[src/core/umaf_pkg.sv]
package umaf_pkg;
   // ****************************************************************
   // Register map (byte addresses, one aligned word each)
   // ****************************************************************
   localparam logic [7:0] OFS_DATA = 8'h00;      // Receive read / transmit write
   localparam logic [7:0] OFS_CSA = 8'h04;       // serial_ctrl_status_a
   localparam logic [7:0] OFS_CTRL = 8'h08;      // Frame format and enables
   localparam logic [7:0] OFS_BAUD = 8'h0c;      // baud_divisor
   localparam logic [7:0] OFS_IRQ_STS = 8'h10;   // Sticky event bits, read only
   localparam logic [7:0] OFS_IRQ_EN = 8'h14;    // Event enables
   localparam logic [7:0] OFS_IRQ_CLR = 8'h18;   // Write one to clear, write only

   // ****************************************************************
   // Field positions
   // ****************************************************************
   localparam int CSA_RXC = 7;      // rx_complete_flag
   localparam int CSA_TXC = 6;      // tx_complete_flag, write one clears
   localparam int CSA_TXE = 5;      // Transmit holding register empty
   localparam int CSA_FE = 4;       // Frame error of buffered character
   localparam int CSA_OVR = 3;      // Overrun
   localparam int CSA_PE = 2;       // Parity error
   localparam int CSA_DBL = 1;      // double_speed_select
   localparam int CSA_AFE = 0;      // address_filter_enable
   localparam int CTRL_SZ_LSB = 0;  // char_size_select, three bits
   localparam int CTRL_TWO_STOP = 3;
   localparam int CTRL_PAR_EN = 4;
   localparam int CTRL_PAR_ODD = 5;
   localparam int CTRL_RX_EN = 6;
   localparam int CTRL_TX_EN = 7;
   localparam int CTRL_RX9 = 8;     // rx_ninth_bit, read only
   localparam int CTRL_TX9 = 9;     // tx_ninth_bit
   localparam int IRQ_RX = 0;       // Character stored
   localparam int IRQ_TX = 1;       // Transmission complete
   localparam int IRQ_DROP = 2;     // Data frame discarded by filter
   localparam int IRQ_ADDR = 3;     // Address frame stored
   localparam int IRQ_W = 4;

   // ****************************************************************
   // Reset values
   // ****************************************************************
   localparam logic [9:0] CTRL_RESET = 10'h006;   // Eight data bits, all off
   localparam logic [11:0] BAUD_RESET = 12'h000;

   // ****************************************************************
   // Sampling and frame constants
   // ****************************************************************
   localparam logic [4:0] SPB_NORMAL = 5'h10;  // 16 samples per bit
   localparam logic [4:0] SPB_DOUBLE = 5'h08;  // 8 samples per bit
   localparam logic [4:0] SF_NORMAL = 5'h08;   // First vote sample
   localparam logic [4:0] SF_DOUBLE = 5'h04;
   localparam logic [4:0] SM_NORMAL = 5'h09;   // Middle vote sample
   localparam logic [4:0] SM_DOUBLE = 5'h05;
   localparam logic [2:0] SZ_NINE = 3'h7;      // Nine-bit character code

   // Receive and transmit sequencers
   typedef enum logic [4:0] {
      RX_IDLE = 5'h01, RX_START = 5'h02, RX_DATA = 5'h04,
      RX_PARITY = 5'h08, RX_STOP = 5'h10
   } umaf_rx_state_t;
   typedef enum logic [4:0] {
      TX_IDLE = 5'h01, TX_START = 5'h02, TX_DATA = 5'h04,
      TX_PARITY = 5'h08, TX_STOP = 5'h10
   } umaf_tx_state_t;

   // Data bits for a size code; reserved codes fall back to eight
   function automatic logic [3:0] umaf_char_bits(input logic [2:0] code);
      if (code == SZ_NINE) return 4'h9;
      if (code < 3'h4) return 4'h5 + {2'h0, code[1:0]};
      return 4'h8;
   endfunction : umaf_char_bits
endpackage : umaf_pkg

[src/core/umaf_top.sv]
`timescale 1ns/1ps
// Summary of operation
// Filter on: data frames never reach buffer
// Five to eight bits: first stop gives type
// Nine bits: ninth data bit gives type
// Type one is address, zero is data
// Transmitter ignores the filter bit entirely
// Master sends nine-bit, ninth bit marks address
// Slaves also set to nine-bit format
// Stored address frame sets receive-complete normally
// Addressed slave software clears filter bit
// Unfiltered receiver accepts data; filtered ones discard
// After last data, slave re-enables filter
// Short formats: sender uses two stop bits
// Avoid read-modify-write on filter bit location
// Sixteen samples per bit, eight when doubled
// Vote starts sample 8, or 4 doubled
// Middle vote sample 9, or 5 doubled
// Character plus parity spans 5 to 10
// Bit is majority of three centre samples
// Dropped frame leaves buffer, flags untouched
module umaf_top (
   // Clock, reset, freeze
   input wire logic pclk,
   input wire logic presetn,
   input wire logic ce,
   // APB slave
   input wire logic psel,
   input wire logic penable,
   input wire logic pwrite,
   input wire logic [7:0] paddr,
   input wire logic [31:0] pwdata,
   output logic [31:0] prdata,
   output logic pready,
   output logic pslverr,
   // Serial line
   input wire logic rxd,
   output logic txd,
   // Interrupt
   output logic irq
);
   import umaf_pkg::*;

   // ****************************************************************
   // Register state
   // ****************************************************************
   logic [9:0] ctrl;               // Format and enables
   logic [11:0] baud_divisor;      // Sample tick divider
   logic address_filter_enable;
   logic double_speed_select;
   logic [IRQ_W-1:0] irq_status;   // Sticky events
   logic [IRQ_W-1:0] irq_enable;
   logic [7:0] rx_data;            // serial_data_buffer, receive side
   logic rx_ninth_bit;
   logic rx_complete_flag;
   logic rx_fe, rx_pe, rx_ovr;     // Errors of buffered character
   logic tx_complete_flag;
   logic [8:0] tx_hold;            // Holding register with tx_ninth_bit
   logic tx_empty;

   // Decoded fields
   logic [2:0] char_size_select;
   logic two_stop_select, par_en, par_odd, rx_en, tx_en, nine;
   logic [3:0] nbits;
   logic [4:0] spb, sf;
   assign char_size_select = ctrl[CTRL_SZ_LSB +: 3];
   assign two_stop_select = ctrl[CTRL_TWO_STOP];
   assign par_en = ctrl[CTRL_PAR_EN];
   assign par_odd = ctrl[CTRL_PAR_ODD];
   assign rx_en = ctrl[CTRL_RX_EN];
   assign tx_en = ctrl[CTRL_TX_EN];
   assign nine = (char_size_select == SZ_NINE);
   assign nbits = umaf_char_bits(char_size_select);
   assign spb = double_speed_select ? SPB_DOUBLE : SPB_NORMAL;
   assign sf = double_speed_select ? SF_DOUBLE : SF_NORMAL;

   // ****************************************************************
   // APB decode
   // ****************************************************************
   logic setup, wr, rd_data;
   logic mapped;
   logic [31:0] rd_mux;
   assign setup = psel && !penable;
   assign wr = psel && penable && pwrite;
   assign rd_data = psel && penable && !pwrite && (paddr == OFS_DATA);
   assign pready = 1'b1; // Zero wait states
   assign mapped = (paddr == OFS_DATA) || (paddr == OFS_CSA) || (paddr == OFS_CTRL) ||
      (paddr == OFS_BAUD) || (paddr == OFS_IRQ_STS) || (paddr == OFS_IRQ_EN) ||
      (paddr == OFS_IRQ_CLR);

   // Read mux; write-only clear reads zero
   always_comb begin
      rd_mux = 32'h0;
      unique case (paddr)
         OFS_DATA: rd_mux = {24'h0, rx_data};
         OFS_CSA: rd_mux = {24'h0, rx_complete_flag, tx_complete_flag, tx_empty, rx_fe,
            rx_ovr, rx_pe, double_speed_select, address_filter_enable};
         OFS_CTRL: rd_mux = {22'h0, ctrl[9], rx_ninth_bit, ctrl[7:0]};
         OFS_BAUD: rd_mux = {20'h0, baud_divisor};
         OFS_IRQ_STS: rd_mux = {28'h0, irq_status};
         OFS_IRQ_EN: rd_mux = {28'h0, irq_enable};
         default: rd_mux = 32'h0;
      endcase
   end

   // Read data and error sampled in setup, held through access
   always_ff @(posedge pclk or negedge presetn) begin
      if (!presetn) begin
         prdata <= 32'h0;
         pslverr <= 1'b0;
      end else if (ce && setup) begin
         prdata <= pwrite ? 32'h0 : rd_mux;
         pslverr <= !mapped;
      end
   end

   // Software-written configuration
   always_ff @(posedge pclk or negedge presetn) begin
      if (!presetn) begin
         ctrl <= CTRL_RESET;
         baud_divisor <= BAUD_RESET;
         address_filter_enable <= 1'b0;
         double_speed_select <= 1'b0;
         irq_enable <= '0;
      end else if (ce && wr) begin
         if (paddr == OFS_CTRL) ctrl <= {pwdata[9], 1'b0, pwdata[7:0]};
         if (paddr == OFS_BAUD) baud_divisor <= pwdata[11:0];
         if (paddr == OFS_IRQ_EN) irq_enable <= pwdata[IRQ_W-1:0];
         // Filter bit shares this word with the W1C transmit flag
         if (paddr == OFS_CSA) begin
            address_filter_enable <= pwdata[CSA_AFE];
            double_speed_select <= pwdata[CSA_DBL];
         end
      end
   end

   // ****************************************************************
   // Sample tick
   // ****************************************************************
   logic [11:0] div_cnt;
   logic tick;
   assign tick = (div_cnt == 12'h0);
   always_ff @(posedge pclk or negedge presetn) begin
      if (!presetn) div_cnt <= 12'h0;
      else if (ce) div_cnt <= tick ? baud_divisor : div_cnt - 12'h1;
   end

   // ****************************************************************
   // Receiver
   // ****************************************************************
   umaf_rx_state_t rx_state;
   logic [4:0] smp;           // Sample number within bit, 1..spb
   logic [1:0] win;           // Earlier two vote samples
   logic [3:0] rx_idx;
   logic [8:0] rx_shift;
   logic rx_par;
   logic vote_strobe, vote_val, bit_end;
   logic frame_done, type_bit, accept, drop;

   function automatic logic majority(input logic [2:0] s);
      return (s[0] & s[1]) | (s[0] & s[2]) | (s[1] & s[2]);
   endfunction : majority

   assign vote_strobe = tick && (rx_state != RX_IDLE) && (smp == sf + 5'h2);
   assign vote_val = majority({win, rxd});
   assign bit_end = tick && (smp == spb);
   assign frame_done = vote_strobe && (rx_state == RX_STOP);
   assign type_bit = nine ? rx_shift[8] : vote_val;
   assign drop = frame_done && address_filter_enable && !type_bit;
   assign accept = frame_done && !drop;

   // Sequencer and sample counter
   always_ff @(posedge pclk or negedge presetn) begin
      if (!presetn) begin
         rx_state <= RX_IDLE;
         smp <= 5'h0;
         rx_idx <= 4'h0;
      end else if (ce) begin
         if (!rx_en) begin
            rx_state <= RX_IDLE;
         end else if (tick) begin
            smp <= (smp == spb) ? 5'h1 : smp + 5'h1;
            unique case (rx_state)
               RX_IDLE: begin
                  // Falling edge found: this is sample one
                  if (!rxd) begin
                     rx_state <= RX_START;
                     smp <= 5'h2;
                     rx_idx <= 4'h0;
                  end
               end
               RX_START: begin
                  if (vote_strobe && vote_val) rx_state <= RX_IDLE; // Noise spike
                  else if (bit_end) rx_state <= RX_DATA;
               end
               RX_DATA: begin
                  if (bit_end) begin
                     rx_idx <= rx_idx + 4'h1;

                     if (rx_idx == nbits - 4'h1) rx_state <= par_en ? RX_PARITY : RX_STOP;
                  end
               end
               RX_PARITY: if (bit_end) rx_state <= RX_STOP;
               // Only the first stop bit; done at its vote for early restart
               RX_STOP: if (vote_strobe) rx_state <= RX_IDLE;
            endcase
         end
      end
   end

   // Vote window and bit assembly
   always_ff @(posedge pclk or negedge presetn) begin
      if (!presetn) begin
         win <= 2'h0;
         rx_shift <= 9'h0;
         rx_par <= 1'b0;
      end else if (ce && tick) begin
         if (smp >= sf && smp <= sf + 5'h1) win <= {win[0], rxd};
         if (rx_state == RX_START) begin
            rx_shift <= 9'h0; // Unused high bits read zero
            rx_par <= 1'b0;
         end
         if (vote_strobe && rx_state == RX_DATA) rx_shift[rx_idx] <= vote_val;
         if (vote_strobe && (rx_state == RX_DATA || rx_state == RX_PARITY))
            rx_par <= rx_par ^ vote_val;
      end
   end

   // Receive buffer; dropped frames leave every field alone
   always_ff @(posedge pclk or negedge presetn) begin
      if (!presetn) begin
         rx_data <= 8'h0;
         rx_ninth_bit <= 1'b0;
         rx_fe <= 1'b0;
         rx_pe <= 1'b0;
         rx_ovr <= 1'b0;
      end else if (ce) begin
         if (accept) begin
            rx_data <= rx_shift[7:0];
            rx_ninth_bit <= nine ? rx_shift[8] : 1'b0;
            rx_fe <= !vote_val;
            rx_pe <= par_en && (rx_par != par_odd);
            rx_ovr <= rx_complete_flag && !rd_data;
         end else if (!rx_en) begin
            rx_fe <= 1'b0;
            rx_pe <= 1'b0;
            rx_ovr <= 1'b0;
         end
      end
   end

   // Receive complete: new character wins over a same-cycle read
   always_ff @(posedge pclk or negedge presetn) begin
      if (!presetn) rx_complete_flag <= 1'b0;
      else if (ce) begin
         if (accept) rx_complete_flag <= 1'b1;
         else if (rd_data || !rx_en) rx_complete_flag <= 1'b0;
      end
   end

   // ****************************************************************
   // Transmitter, no path from the filter bit
   // ****************************************************************
   umaf_tx_state_t tx_state;
   logic [4:0] tsm;
   logic [3:0] tx_idx;
   logic [8:0] tx_sh;
   logic tx_par, tx_stop2, tbit_end, tx_done, tx_load;
   assign tbit_end = tick && (tsm == spb);
   assign tx_load = wr && (paddr == OFS_DATA) && tx_empty;
   assign tx_done = tbit_end && (tx_state == TX_STOP) && (tx_stop2 || !two_stop_select);

   // Holding register; writes while full are ignored
   always_ff @(posedge pclk or negedge presetn) begin
      if (!presetn) begin
         tx_hold <= 9'h0;
         tx_empty <= 1'b1;
      end else if (ce) begin
         if (tx_load) begin
            tx_hold <= {ctrl[CTRL_TX9], pwdata[7:0]};
            tx_empty <= 1'b0;
         end else if (tx_state == TX_IDLE && !tx_empty && tx_en) begin
            tx_empty <= 1'b1;
         end
      end
   end

   // Frame sequencer
   always_ff @(posedge pclk or negedge presetn) begin
      if (!presetn) begin
         tx_state <= TX_IDLE;
         tsm <= 5'h1;
         tx_idx <= 4'h0;
         tx_sh <= 9'h0;
         tx_par <= 1'b0;
         tx_stop2 <= 1'b0;
      end else if (ce) begin
         unique case (tx_state)
            TX_IDLE: begin
               if (!tx_empty && tx_en) begin
                  tx_state <= TX_START;
                  tx_sh <= tx_hold;
                  tx_par <= par_odd;
                  tsm <= 5'h1;
               end
            end
            TX_START: if (tbit_end) begin
               tx_state <= TX_DATA;
               tx_idx <= 4'h0;
            end
            TX_DATA: if (tbit_end) begin
               tx_par <= tx_par ^ tx_sh[tx_idx];
               tx_idx <= tx_idx + 4'h1;
               if (tx_idx == nbits - 4'h1) begin
                  tx_state <= par_en ? TX_PARITY : TX_STOP;
                  tx_stop2 <= 1'b0;
               end
            end
            TX_PARITY: if (tbit_end) begin
               tx_state <= TX_STOP;
               tx_stop2 <= 1'b0;
            end
            TX_STOP: begin
               if (tx_done) tx_state <= TX_IDLE;
               else if (tbit_end) tx_stop2 <= 1'b1;
            end
         endcase
         if (tx_state != TX_IDLE && tick) tsm <= (tsm == spb) ? 5'h1 : tsm + 5'h1;
      end
   end

   // Registered line level
   always_ff @(posedge pclk or negedge presetn) begin
      if (!presetn) txd <= 1'b1;
      else if (ce) begin
         unique case (tx_state)
            TX_IDLE: txd <= 1'b1;
            TX_START: txd <= 1'b0;
            TX_DATA: txd <= tx_sh[tx_idx];
            TX_PARITY: txd <= tx_par;
            TX_STOP: txd <= 1'b1;
         endcase
      end
   end

   // Transmit complete: set wins over a write-one clear
   always_ff @(posedge pclk or negedge presetn) begin
      if (!presetn) tx_complete_flag <= 1'b0;
      else if (ce) begin
         if (tx_done && tx_empty && !tx_load) tx_complete_flag <= 1'b1;
         else if (wr && paddr == OFS_CSA && pwdata[CSA_TXC]) tx_complete_flag <= 1'b0;
      end
   end

   // ****************************************************************
   // Interrupts
   // ****************************************************************
   logic [IRQ_W-1:0] ev;
   logic [IRQ_W-1:0] clr;
   logic [IRQ_W-1:0] next_irq_enable; // Enable as it stands after this edge
   assign ev = {accept && type_bit, drop, tx_done, accept};
   assign clr = (wr && paddr == OFS_IRQ_CLR) ? pwdata[IRQ_W-1:0] : '0;
   // Same-edge enable write counts, so irq never lags its own mask
   assign next_irq_enable = (wr && paddr == OFS_IRQ_EN) ? pwdata[IRQ_W-1:0] : irq_enable;

   // Sticky bits; an event beats its clear
   always_ff @(posedge pclk or negedge presetn) begin
      if (!presetn) begin
         irq_status <= '0;
         irq <= 1'b0;
      end else if (ce) begin
         irq_status <= (irq_status & ~clr) | ev;
         irq <= |(((irq_status & ~clr) | ev) & next_irq_enable);
      end
   end
endmodule : umaf_top

[config.mk]
export PLATFORM = sky130hd
export DESIGN_NAME = umaf_top
export DESIGN_NICKNAME = d
export VERILOG_FILES = /design/src/core/umaf_pkg.sv /design/src/core/umaf_top.sv
export SDC_FILE = /design/constraint.sdc
export NUM_CORES = 1
export LEC_CHECK = 0
export ABC_AREA = 1
export BUFFER_PORTS_ARGS = -buffer_cell sky130_fd_sc_hd__clkbuf_2
export CAP_MARGIN = 20
export CORE_MARGIN = 2
export CORE_UTILIZATION = 54
export DETAILED_ROUTE_END_ITERATION = 10
export PLACE_DENSITY = 0.77
export REMOVE_ABC_BUFFERS = 1
export SLEW_MARGIN = 30
export SYNTH_ARGS = -nofsm -noshare
export SYNTH_HDL_FRONTEND = slang
export SYNTH_SLANG_ARGS = --single-unit
[constraint.sdc]
create_clock -name pclk -period 2.2 [get_ports pclk]
set_input_delay 0.33 -clock pclk [delete_from_list [all_inputs] [get_ports pclk]]
set_output_delay 0.33 -clock pclk [all_outputs]
set_load 0.03 [all_outputs]
# Word-level counts from Yosys, hierarchy flattened
# Index checks and enable logic that the tools add are counted.
[word_totals] ff_bits=153 input_bits=47 output_inout_bits=36 word_cells=271
[classes] add_sub_neg=9 magnitude_cmp=6 eq_ne=43 muxes=77 bitwise_logic=11 n_reduce_logical=93
[op_table] op="2-to-1 mux 5 bit" n=24
[op_table] op="one-hot mux 12 bit (6 select lines)" n=1
[op_table] op="one-hot mux 5 bit (5 select lines)" n=2
[op_table] op="2-to-1 mux 4 bit" n=11
[op_table] op="logical AND 1 bit" n=38
[op_table] op="2-to-1 mux 32 bit" n=1
[op_table] op="2-to-1 mux 9 bit" n=3
[op_table] op="2-to-1 mux 1 bit" n=26
[op_table] op="equality test 8 x 5 -> 1 bit (second input constant)" n=3
[op_table] op="AND reduction 2 bit" n=12
[op_table] op="inequality test 2 bit (second input constant)" n=9
[op_table] op="nonzero test 2 bit" n=9
[op_table] op="equality test 8 x 4 -> 1 bit (second input constant)" n=2
[op_table] op="one-hot mux 4 bit (2 select lines)" n=2
[op_table] op="equality test 5 bit" n=3
[op_table] op="inequality test 3 bit (second input constant)" n=5
[op_table] op="AND reduction 7 bit" n=2
[op_table] op="logical NOT 12 bit" n=1
[op_table] op="2-to-1 mux 12 bit" n=1
[op_table] op="subtractor 12 x 1 -> 12 bit (second input constant)" n=1
[op_table] op="logical NOT 1 bit" n=11
[op_table] op="adder 5 x 1 -> 5 bit (second input constant)" n=2
[op_table] op="equality test 5 x 1 -> 1 bit (second input constant)" n=2
[op_table] op="equality test 5 x 2 -> 1 bit (second input constant)" n=2
[op_table] op="other kinds (41)" n=66

# Longest topological paths before layout
# Gate-level depths: netlist of run 1.
[depth] word_depth=13 mapped_depth=16 mapped_depth_nobuf=16

# Least setup slack after synthesis of run 1
# No wires, ideal clock.
[synth_timing] path_kind="register to register" from="reg ctrl[1]" to="reg tx_state[3]" setup_ps=117 arrival_time_ps=2121 required_ps=2083 setup_slack_ps=-37 stages_incl_launch_ff=15 n_path_buf=0 period_less_slack_ps=2237 cell_sequence="dfstp_2 > ha_1 > nand2_1 > nand2_1 > inv_1 > ha_1 > xor2_1 > nand3_1 > nor2_1 > nand2_1 > nand2_1 > o21a_1 > nand2_4 > nand2_1 > nand2_1"
[synth_between] elab_chain_cells=9 word_cells_on_any_way=13 cone_classes="add/sub (2); order compare (1); eq/ne (3); mux (6); reduce/logical (1)"
[synth_rtl] element="from (decl)" line_no="umaf_top.sv:47" source="logic [9:0] ctrl;"
[synth_rtl] element="from (signal assigned)" line_no="umaf_top.sv:126" source="if (paddr == OFS_CTRL) ctrl <= {pwdata[9], 1'b0, pwdata[7:0]};"
[synth_rtl] element="less-than comparator 3 bit" line_no="umaf_pkg.sv:68" source="if (code < 3'h4) return 4'h5 + {2'h0, code[1:0]};"
[synth_rtl] element="2-to-1 mux 1 bit (2 in series)" line_no="umaf_pkg.sv:68"
[synth_rtl] element="2-to-1 mux 4 bit" line_no="umaf_pkg.sv:69" source="return 4'h8;"
[synth_rtl] element="2-to-1 mux 4 bit *" line_no="umaf_pkg.sv:68"
[synth_rtl] element="subtractor 4 x 1 -> 4 bit *" line_no="umaf_top.sv:314" source="if (tx_idx == nbits - 4'h1) begin"
[synth_rtl] element="equality test 4 bit *" line_no="umaf_top.sv:314"
[synth_rtl] element="inequality test 2 bit (no source line) *"
[synth_rtl] element="AND reduction 7 bit (no source line) *"
[synth_rtl] element="to (signal assigned)" line_no="umaf_top.sv:315" source="tx_state <= par_en ? TX_PARITY : TX_STOP;"
[synth_rtl] element="to (decl)" line_no="umaf_top.sv:264" source="umaf_tx_state_t tx_state;"
# Every way passes the cells marked *; elsewhere a longest branch is shown, timed or not. The select of a mux whose other input is x is not followed.
# A chain may end at the register's enable or synchronous reset.

# Worst setup path in the final report of run 1
[layout_timing] from="reg ctrl[1]" to="reg rx_state[4]"
[layout_between] elab_chain_cells=9 word_cells_on_any_way=13 cone_classes="add/sub (2); order compare (1); eq/ne (3); mux (6); reduce/logical (1)"
[layout_rtl] element="less-than comparator 3 bit" line_no="umaf_pkg.sv:68"
[layout_rtl] element="2-to-1 mux 1 bit (2 in series)" line_no="umaf_pkg.sv:68"
[layout_rtl] element="2-to-1 mux 4 bit" line_no="umaf_pkg.sv:69"
[layout_rtl] element="2-to-1 mux 4 bit *" line_no="umaf_pkg.sv:68"
[layout_rtl] element="subtractor 4 x 1 -> 4 bit *" line_no="umaf_top.sv:200" source="if (rx_idx == nbits - 4'h1) rx_state <= par_en ? RX_PARITY : RX_STOP;"
[layout_rtl] element="equality test 4 bit *" line_no="umaf_top.sv:200"
[layout_rtl] element="inequality test 3 bit (no source line) *"
[layout_rtl] element="AND reduction 8 bit (no source line) *"
[layout_rtl] element="to (signal assigned)" line_no="umaf_top.sv:200"
[layout_rtl] element="to (decl)" line_no="umaf_top.sv:151" source="umaf_rx_state_t rx_state;"
# Marked as above.

==> impl_metrics.json, run 1 <==
{
  "outcome": "finished, final reports clean",
  "post-route-drc-count": 0,
  "period_share_pct": 99.7,
  "peakVddDrop_mv": 0.655,
  "timing.final.crit_period_ps": 2190,
  "synth_compound_area_share_pct": 12.9,
  "max_freq_mhz": 456,
  "synth_top_family_by_area": "simple AND/OR/NAND/NOR gates",
  "hp-class": "in2reg",
  "synthTopCellsByArea": "dfrtp_1 41%, nand2_1 11%, o21ai_0 6.1%, inv_1 5.5%, nand3_1 5.0%",
  "min_from": "pwdata[10]",
  "fin_worst_skew_ps": 9.49,
  "cp_max_fo": 6,
  "clkTransAtPathRegs_ps": 60,
  "crit_required_ps": 2570,
  "nets": 1131,
  "worst_pin_slew_ps": 570,
  "dieArea_mm2": 0.0152,
  "die_h_um": 123,
  "grt_first_pass_wirelength_mm": 33.3,
  "ant_nets": 0,
  "path_class": "reg2reg",
  "wire_per_inst_um": 16.1,
  "slew_violations": 0,
  "start_util_pct": 55.2,
  "synth-edff-count": 0,
  "muxShareOfSynthArea_pct": 0.637,
  "leakagePower_nw": 4.49,
  "synthSimpleGateAreaFrac_pct": 28.8,
  "io_pins": 83,
  "grt_pass1_vias": 6611,
  "clock_path_buffers": 2,
  "yosys_warnings": 0,
  "grt_max_degree": 61,
  "setup_viol": 0,
  "grt_use_total_pct": 28.9,
  "r2r_setup_slack_ps": 7,
  "place.gp.congestion": 0.947,
  "synth.top_cell.area_share_pct": 41.2,
  "tns_ps": 0,
  "clock_latency_ps": 430,
  "cp-end-kind": "flip-flop",
  "whs_endpoint": "baud_divisor[10]$_DFFE_PN0P_",
  "synth_area_per_cell_um2": 7.81,
  "cts.sinks": 133,
  "synth_cell_type_count": 51,
  "synth_top_cell_by_area": "dfrtp_1",
  "rr_worst_depth": 15,
  "nFillCells": 1147,
  "dp_hpwl_mm": 14.9,
  "placed_area_mm2": 0.00819,
  "num_rows": 43,
  "numCtsBuffers": 17,
  "n_antenna_cell": 0,
  "overflow": 0,
  "dieWidth_um": 123,
  "synth_ff_type": "dfrtp_1",
  "vias": 6969,
  "synth-seq-area-share_pct": 43.6,
  "synthAdderAreaFrac_pct": 2.78,
  "io_buffers": 41,
  "stdcell_area_mm2": 0.00899,
  "cts_max_level": 4,
  "cp.arrival_ps": 2570,
  "viasPerCell": 5.53,
  "cts_tree": "yes",
  "cp-start-kind": "flip-flop",
  "cap_violations": 0,
  "synthCells": 981,
  "grt_setup_unrepaired": "true",
  "hold_violations": 0,
  "r2r_start": "ctrl[1]$_DFFE_PN1P_",
  "cts-root-buf": "clkbuf_16",
  "worst_r2r_endpoint": "rx_state[4]$_DFFE_PN0P_",
  "drive_above_1_share_pct": 20.1,
  "syn_area_mm2": 0.00766,
  "coreArea_mm2": 0.0139,
  "drt_first_pass_iters": 6,
  "grt_antenna_before_repair": 0,
  "async_flop_share_pct": 100,
  "area_delta_synth_final_pct": 17.4,
  "maxSlewHeadroom_pct": 62.0,
  "power.density_mw_per_mm2": 808,
  "synthXorXnorAreaFrac_pct": 1.26,
  "drtIter0Drc": 613,
  "min_path_cells": 2,
  "wl_mm": 20.3,
  "synth-seq-cells": 133
}
[stage by stage]
stage	utilization [%]	setup slack [ps]	hold WS, ps	cells	total power (W)
6_report	64.8	6.80	112	1260	0.00726
5_1_grt	64.8	-159	144	1260	0.00758
4_1_cts	63.7	0.814	110	1256	0.00720
3_5_place_dp	59.0	-110	343	1220	0.00429
3_3_place_gp	59.0	-44.9	340	1220	0.00425
2_1_floorplan	-	-37.2	34.4	962	0.00392
[synthesized netlist by cell type (9+ instances only)]
| library cell | instances |
|---|---|
| nand4_1 | 18 |
| nor2_1 | 74 |
| inv_2 | 17 |
| ha_1 | 17 |
| inv_1 | 112 |
| buf_4 | 21 |
| nor2_2 | 11 |
| nand3_1 | 77 |
| nor2_4 | 9 |
| o21ai_1 | 23 |
| nand2_2 | 11 |
| dfrtp_1 | 126 |
| nor3_1 | 16 |
| a21oi_1 | 23 |
| nand2_1 | 230 |
| o21ai_0 | 93 |
[cell families after synthesis]
kind of cell | after synthesis
multiplexers | 4
AO/OA/AOI/OAI | 177
AND/OR/NAND/NOR | 468
adder cells (fa/ha/maj) | 17
other | 2
buffers and inverters | 169
XOR/XNOR | 11
flip-flops | 133
[critical path, cell delays in order, from the launching register on]
cell and delay [ps]:
dfstp_2 550, ha_4 150, nand2_4 50, nand2_4 70, inv_4 40, ha_4 260, buf_6 80, xor2_1 130
nand3_1 80, nor2_1 120, nand2_1 80, a21oi_2 180, nand2_2 120, nand2_2 90, nand2_1 70, nand2_1 60
[report_power, final]
group	switching, W	internal (W)	leakage [nW]
registers	0.000200	0.00267	1.68
clock network	0.00122	0.00170	0.289
logic	0.000969	0.000511	2.52
[registers in the layout, summed over array words and instances (netlist names), 4 cells and up]
register / flops
rx_state: 5
ctrl: 9
prdata: 12
irq_enable: 4
div_cnt: 12
smp: 5
tx_sh: 9
rx_idx: 4
baud_divisor: 12
rx_shift: 9
tsm: 5
irq_status: 4
tx_state: 5
tx_idx: 4
rx_data: 8
tx_hold: 9
[timing repair]
action                                 CTS  global route
setup endpoints to repair               10            39
endpoints found under the hold margin   51             0
hold buffers                             1             0
gates resized for setup                  6            32
pin swaps                                7            16
setup buffers                            3             5
[cell type report]
cell class / instances / area (um2) / area share [%]
multi-input cells: 698 / 3760 / 41.8
flip-flops and latches: 133 / 3340 / 37.1
clock inverters: 15 / 169 / 1.88
well taps: 180 / 225 / 2.50
repair buffers: 86 / 568 / 6.32
clock buffers: 17 / 425 / 4.73
inverters: 131 / 504 / 5.61
[per-layer routing]
| metal | share of wire (%) | up-vias | routed length (um) | GRT usage, % |
|---|---|---|---|---|
| li1 | - | 3345 | - | - |
| met1 | 43 | 3252 | 8720 | 39.2 |
| met2 | 46 | 319 | 9270 | 45.0 |
| met3 | 8.8 | 53 | 1780 | 7.33 |
| met4 | 2.6 | 0 | 538 | 10.4 |
| met5 | 0 | - | 0 | 0 |
[cells in the final DEF, fill, tap and decap left out, types with 3 or more instances in the layout]
cell,synthesis,routed
clkbuf_2,0,40
clkbuf_16,0,17
dfrtp_1,126,126
nor3b_1,6,5
inv_2,17,16
inv_6,1,7
dfstp_2,7,7
ha_1,17,14
nand2_2,11,17
a21oi_1,23,23
o22ai_1,8,8
nand3_1,77,75
nand3_2,4,6
nor3_1,16,15
buf_4,21,42
nand2_4,6,9
o211ai_1,6,6
xnor2_1,3,3
nor2_1,74,71
xor2_1,8,8
nand2_1,230,221
o21ai_1,23,24
o21ai_0,93,92
o31ai_1,7,6
nor2_4,9,13
conb_1,2,21
nand4_1,18,18
nor2_2,11,10
a211oi_1,4,4
inv_1,112,111
[how the worst max path moves through the flow]
stage | start | end | slack (ps) | depth (start not counted)
global route | ctrl[1]$_DFFE_PN1P_ | rx_state[1]$_DFFE_PN0P_ | -160 | 15
finish | ctrl[1]$_DFFE_PN1P_ | rx_state[4]$_DFFE_PN0P_ | 7 | 15
detailed placement | ctrl[1]$_DFFE_PN1P_ | rx_state[4]$_DFFE_PN0P_ | -110 | 15
global placement | ctrl[1]$_DFFE_PN1P_ | rx_state[4]$_DFFE_PN0P_ | -40 | 15
CTS | ctrl[1]$_DFFE_PN1P_ | rx_state[4]$_DFFE_PN0P_ | 0.8 | 15
floorplan | ctrl[1]$_DFFE_PN1P_ | tx_state[3]$_DFFE_PN0P_ | -40 | 14
(Power assumes the default switching activity.)
==> run 2, diff against run 1 <==
Settings changed: CORE_UTILIZATION 54 to 30, PLACE_DENSITY 0.77 to default.
==> run 2 against run 1 <==
Net effect:
- clock skew is 0.52 ps lower
- maximum frequency is 4.9% higher
- sequential share of layout area is 0.44 points lower
==> impl_metrics.json, run 2 (same netlist as run 1, synthesis figures left out) <==
{
  "cp-end-kind": "flip-flop",
  "max_freq_mhz": 478,
  "worst_pin_slew_ps": 526,
  "hold_violations": 0,
  "leakagePower_nw": 4.46,
  "layout_commonest_cell": "nand2_1",
  "area_delta_synth_final_pct": 18.8,
  "peakVddDrop_mv": 0.573,
  "timing.final.crit_period_ps": 2090,
  "cap_violations": 0,
  "setup_viol": 0,
  "grt_setup_unrepaired": "true",
  "whs_endpoint": "baud_divisor[10]$_DFFE_PN0P_",
  "preCtsSetupSlack_ps": -91.1,
  "cp-start-kind": "flip-flop",
  "final_cell_mix": "225 x nand2_1, 125 x dfrtp_1, 110 x inv_1, 93 x o21ai_0, 75 x nand3_1",
  "clock_latency_ps": 430,
  "stdcell_area_mm2": 0.00910,
  "num_rows": 58,
  "dp_hpwl_mm": 15.5,
  "nets": 1124,
  "place.gp.congestion": 0.886,
  "coreArea_mm2": 0.0251,
  "slew_violations": 0,
  "cts_max_level": 4,
  "grt_antenna_before_repair": 0,
  "r2r_start": "ctrl[1]$_DFFE_PN1P_",
  "power.density_mw_per_mm2": 802,
  "io_pins": 83,
  "timing.hold.ws_ps": 120,
  "r2r_setup_slack_ps": 110,
  "overflow": 0,
  "io_buffers": 41,
  "worst_slack_ps": 108,
  "dieArea_mm2": 0.0268,
  "ant_nets": 0,
  "maxSlewHeadroom_pct": 64.7,
  "viasPerCell": 4.76,
  "fin_worst_skew_ps": 8.97,
  "cp.arrival_ps": 2460,
  "grt_first_pass_wirelength_mm": 33.6,
  "placed_area_mm2": 0.00836,
  "drtIter0Drc": 495,
  "vias": 6679,
  "clock_path_buffers": 2,
  "min_path_cells": 2,
  "hp-class": "in2reg",
  "cp_max_fo": 6,
  "post-route-drc-count": 0,
  "reg.largest.list": "baud_divisor (12), div_cnt (12), prdata (12)",
  "n_antenna_cell": 0,
  "die_h_um": 164,
  "crit_required_ps": 2560,
  "start_util_pct": 30.5,
  "placedCellCount": 1367,
  "cts.sinks": 133,
  "wire_per_inst_um": 14.8,
  "min_from": "pwdata[10]",
  "grt_pass1_vias": 6411,
  "cts_tree": "yes",
  "dieWidth_um": 164,
  "grt_max_degree": 53,
  "path_class": "reg2reg",
  "clkTransAtPathRegs_ps": 60,
  "wl_mm": 20.7,
  "worst_r2r_endpoint": "rx_state[1]$_DFFE_PN0P_",
  "grt_use_total_pct": 16.1,
  "cts-root-buf": "clkbuf_16",
  "instances_no_fill": 1403,
  "outcome": "finished, final reports clean",
  "drt_first_pass_iters": 5,
  "drive_above_1_share_pct": 19.0,
  "numCtsBuffers": 17,
  "period_share_pct": 95.1,
  "rr_worst_depth": 14
}
-- run 2: power by group --
part	leakage (nW)	total [W]	switching, W	internal (W)
Clock	0.299	0.00299	0.00116	0.00183
Sequential	1.68	0.00286	0.000195	0.00267
Combinational	2.48	0.00145	0.000954	0.000492
-- run 2: routing by layer --
metal | global-route usage [%] | up-vias | routed length, um
li1 | - | 3321 | -
met1 | 21.7 | 3175 | 9910
met2 | 25.9 | 164 | 9480
met3 | 3.56 | 19 | 995
met4 | 4.94 | 0 | 340
met5 | 0 | - | 0
-- run 2: worst max-delay path by stage --
stage                                                from                      end  slack, ps  cells past startpoint
after floorplan                       ctrl[1]$_DFFE_PN1P_  tx_state[3]$_DFFE_PN0P_        -40                     14
after global placement                ctrl[1]$_DFFE_PN1P_  tx_state[1]$_DFFE_PN0P_        -90                     14
after detailed placement              ctrl[1]$_DFFE_PN1P_  tx_state[3]$_DFFE_PN0P_        -90                     14
after CTS                 double_speed_select$_DFFE_PN0P_  rx_shift[2]$_DFFE_PN0P_         30                      9
after global routing                  ctrl[1]$_DFFE_PN1P_  rx_state[4]$_DFFE_PN0P_        -30                     14
final                                 ctrl[1]$_DFFE_PN1P_  rx_state[1]$_DFFE_PN0P_        110                     14
-- run 2: cell type report --
| type | count | area [um2] |
|---|---|---|
| Fill cell | 2672 | 16000 |
| Multi-Input combinational cell | 698 | 3720 |
| Sequential cell | 133 | 3340 |
| Timing Repair Buffer | 79 | 512 |
| Inverter | 131 | 499 |
| Clock buffer | 18 | 439 |
| Tap cell | 330 | 413 |
| Clock inverter | 14 | 175 |
-- run 2: metrics by stage --
stage               TNS (ps)  util [%]  total power, W
floorplan               -148         -         0.00392
global placement        -396      33.3         0.00428
detailed placement      -428      33.3         0.00431
CTS                        0      35.9         0.00733
global route           -73.2      36.2         0.00766
finish                     0      36.2         0.00730
-- run 2: critical path: stages (launching register included) --
cell and delay, ps:
dfstp_2 550, ha_4 140, nand2_4 50, nand2_2 60, inv_2 50, ha_4 270, xor2_1 140, nand3_1 80
nor2_1 90, nand2_1 80, a21oi_2 170, nand2_2 130, nand2_2 100, nand2_1 70, nand2_1 60
-- run 2: what timing repair did --
action                                  CTS  global route
setup buffers                             1             2
pin swaps                                 2            10
endpoints found under the hold margin    45             0
gates cloned                              0             0
hold buffers                              1             0
endpoints found under the setup margin   10            35
gates resized for setup                   3            22
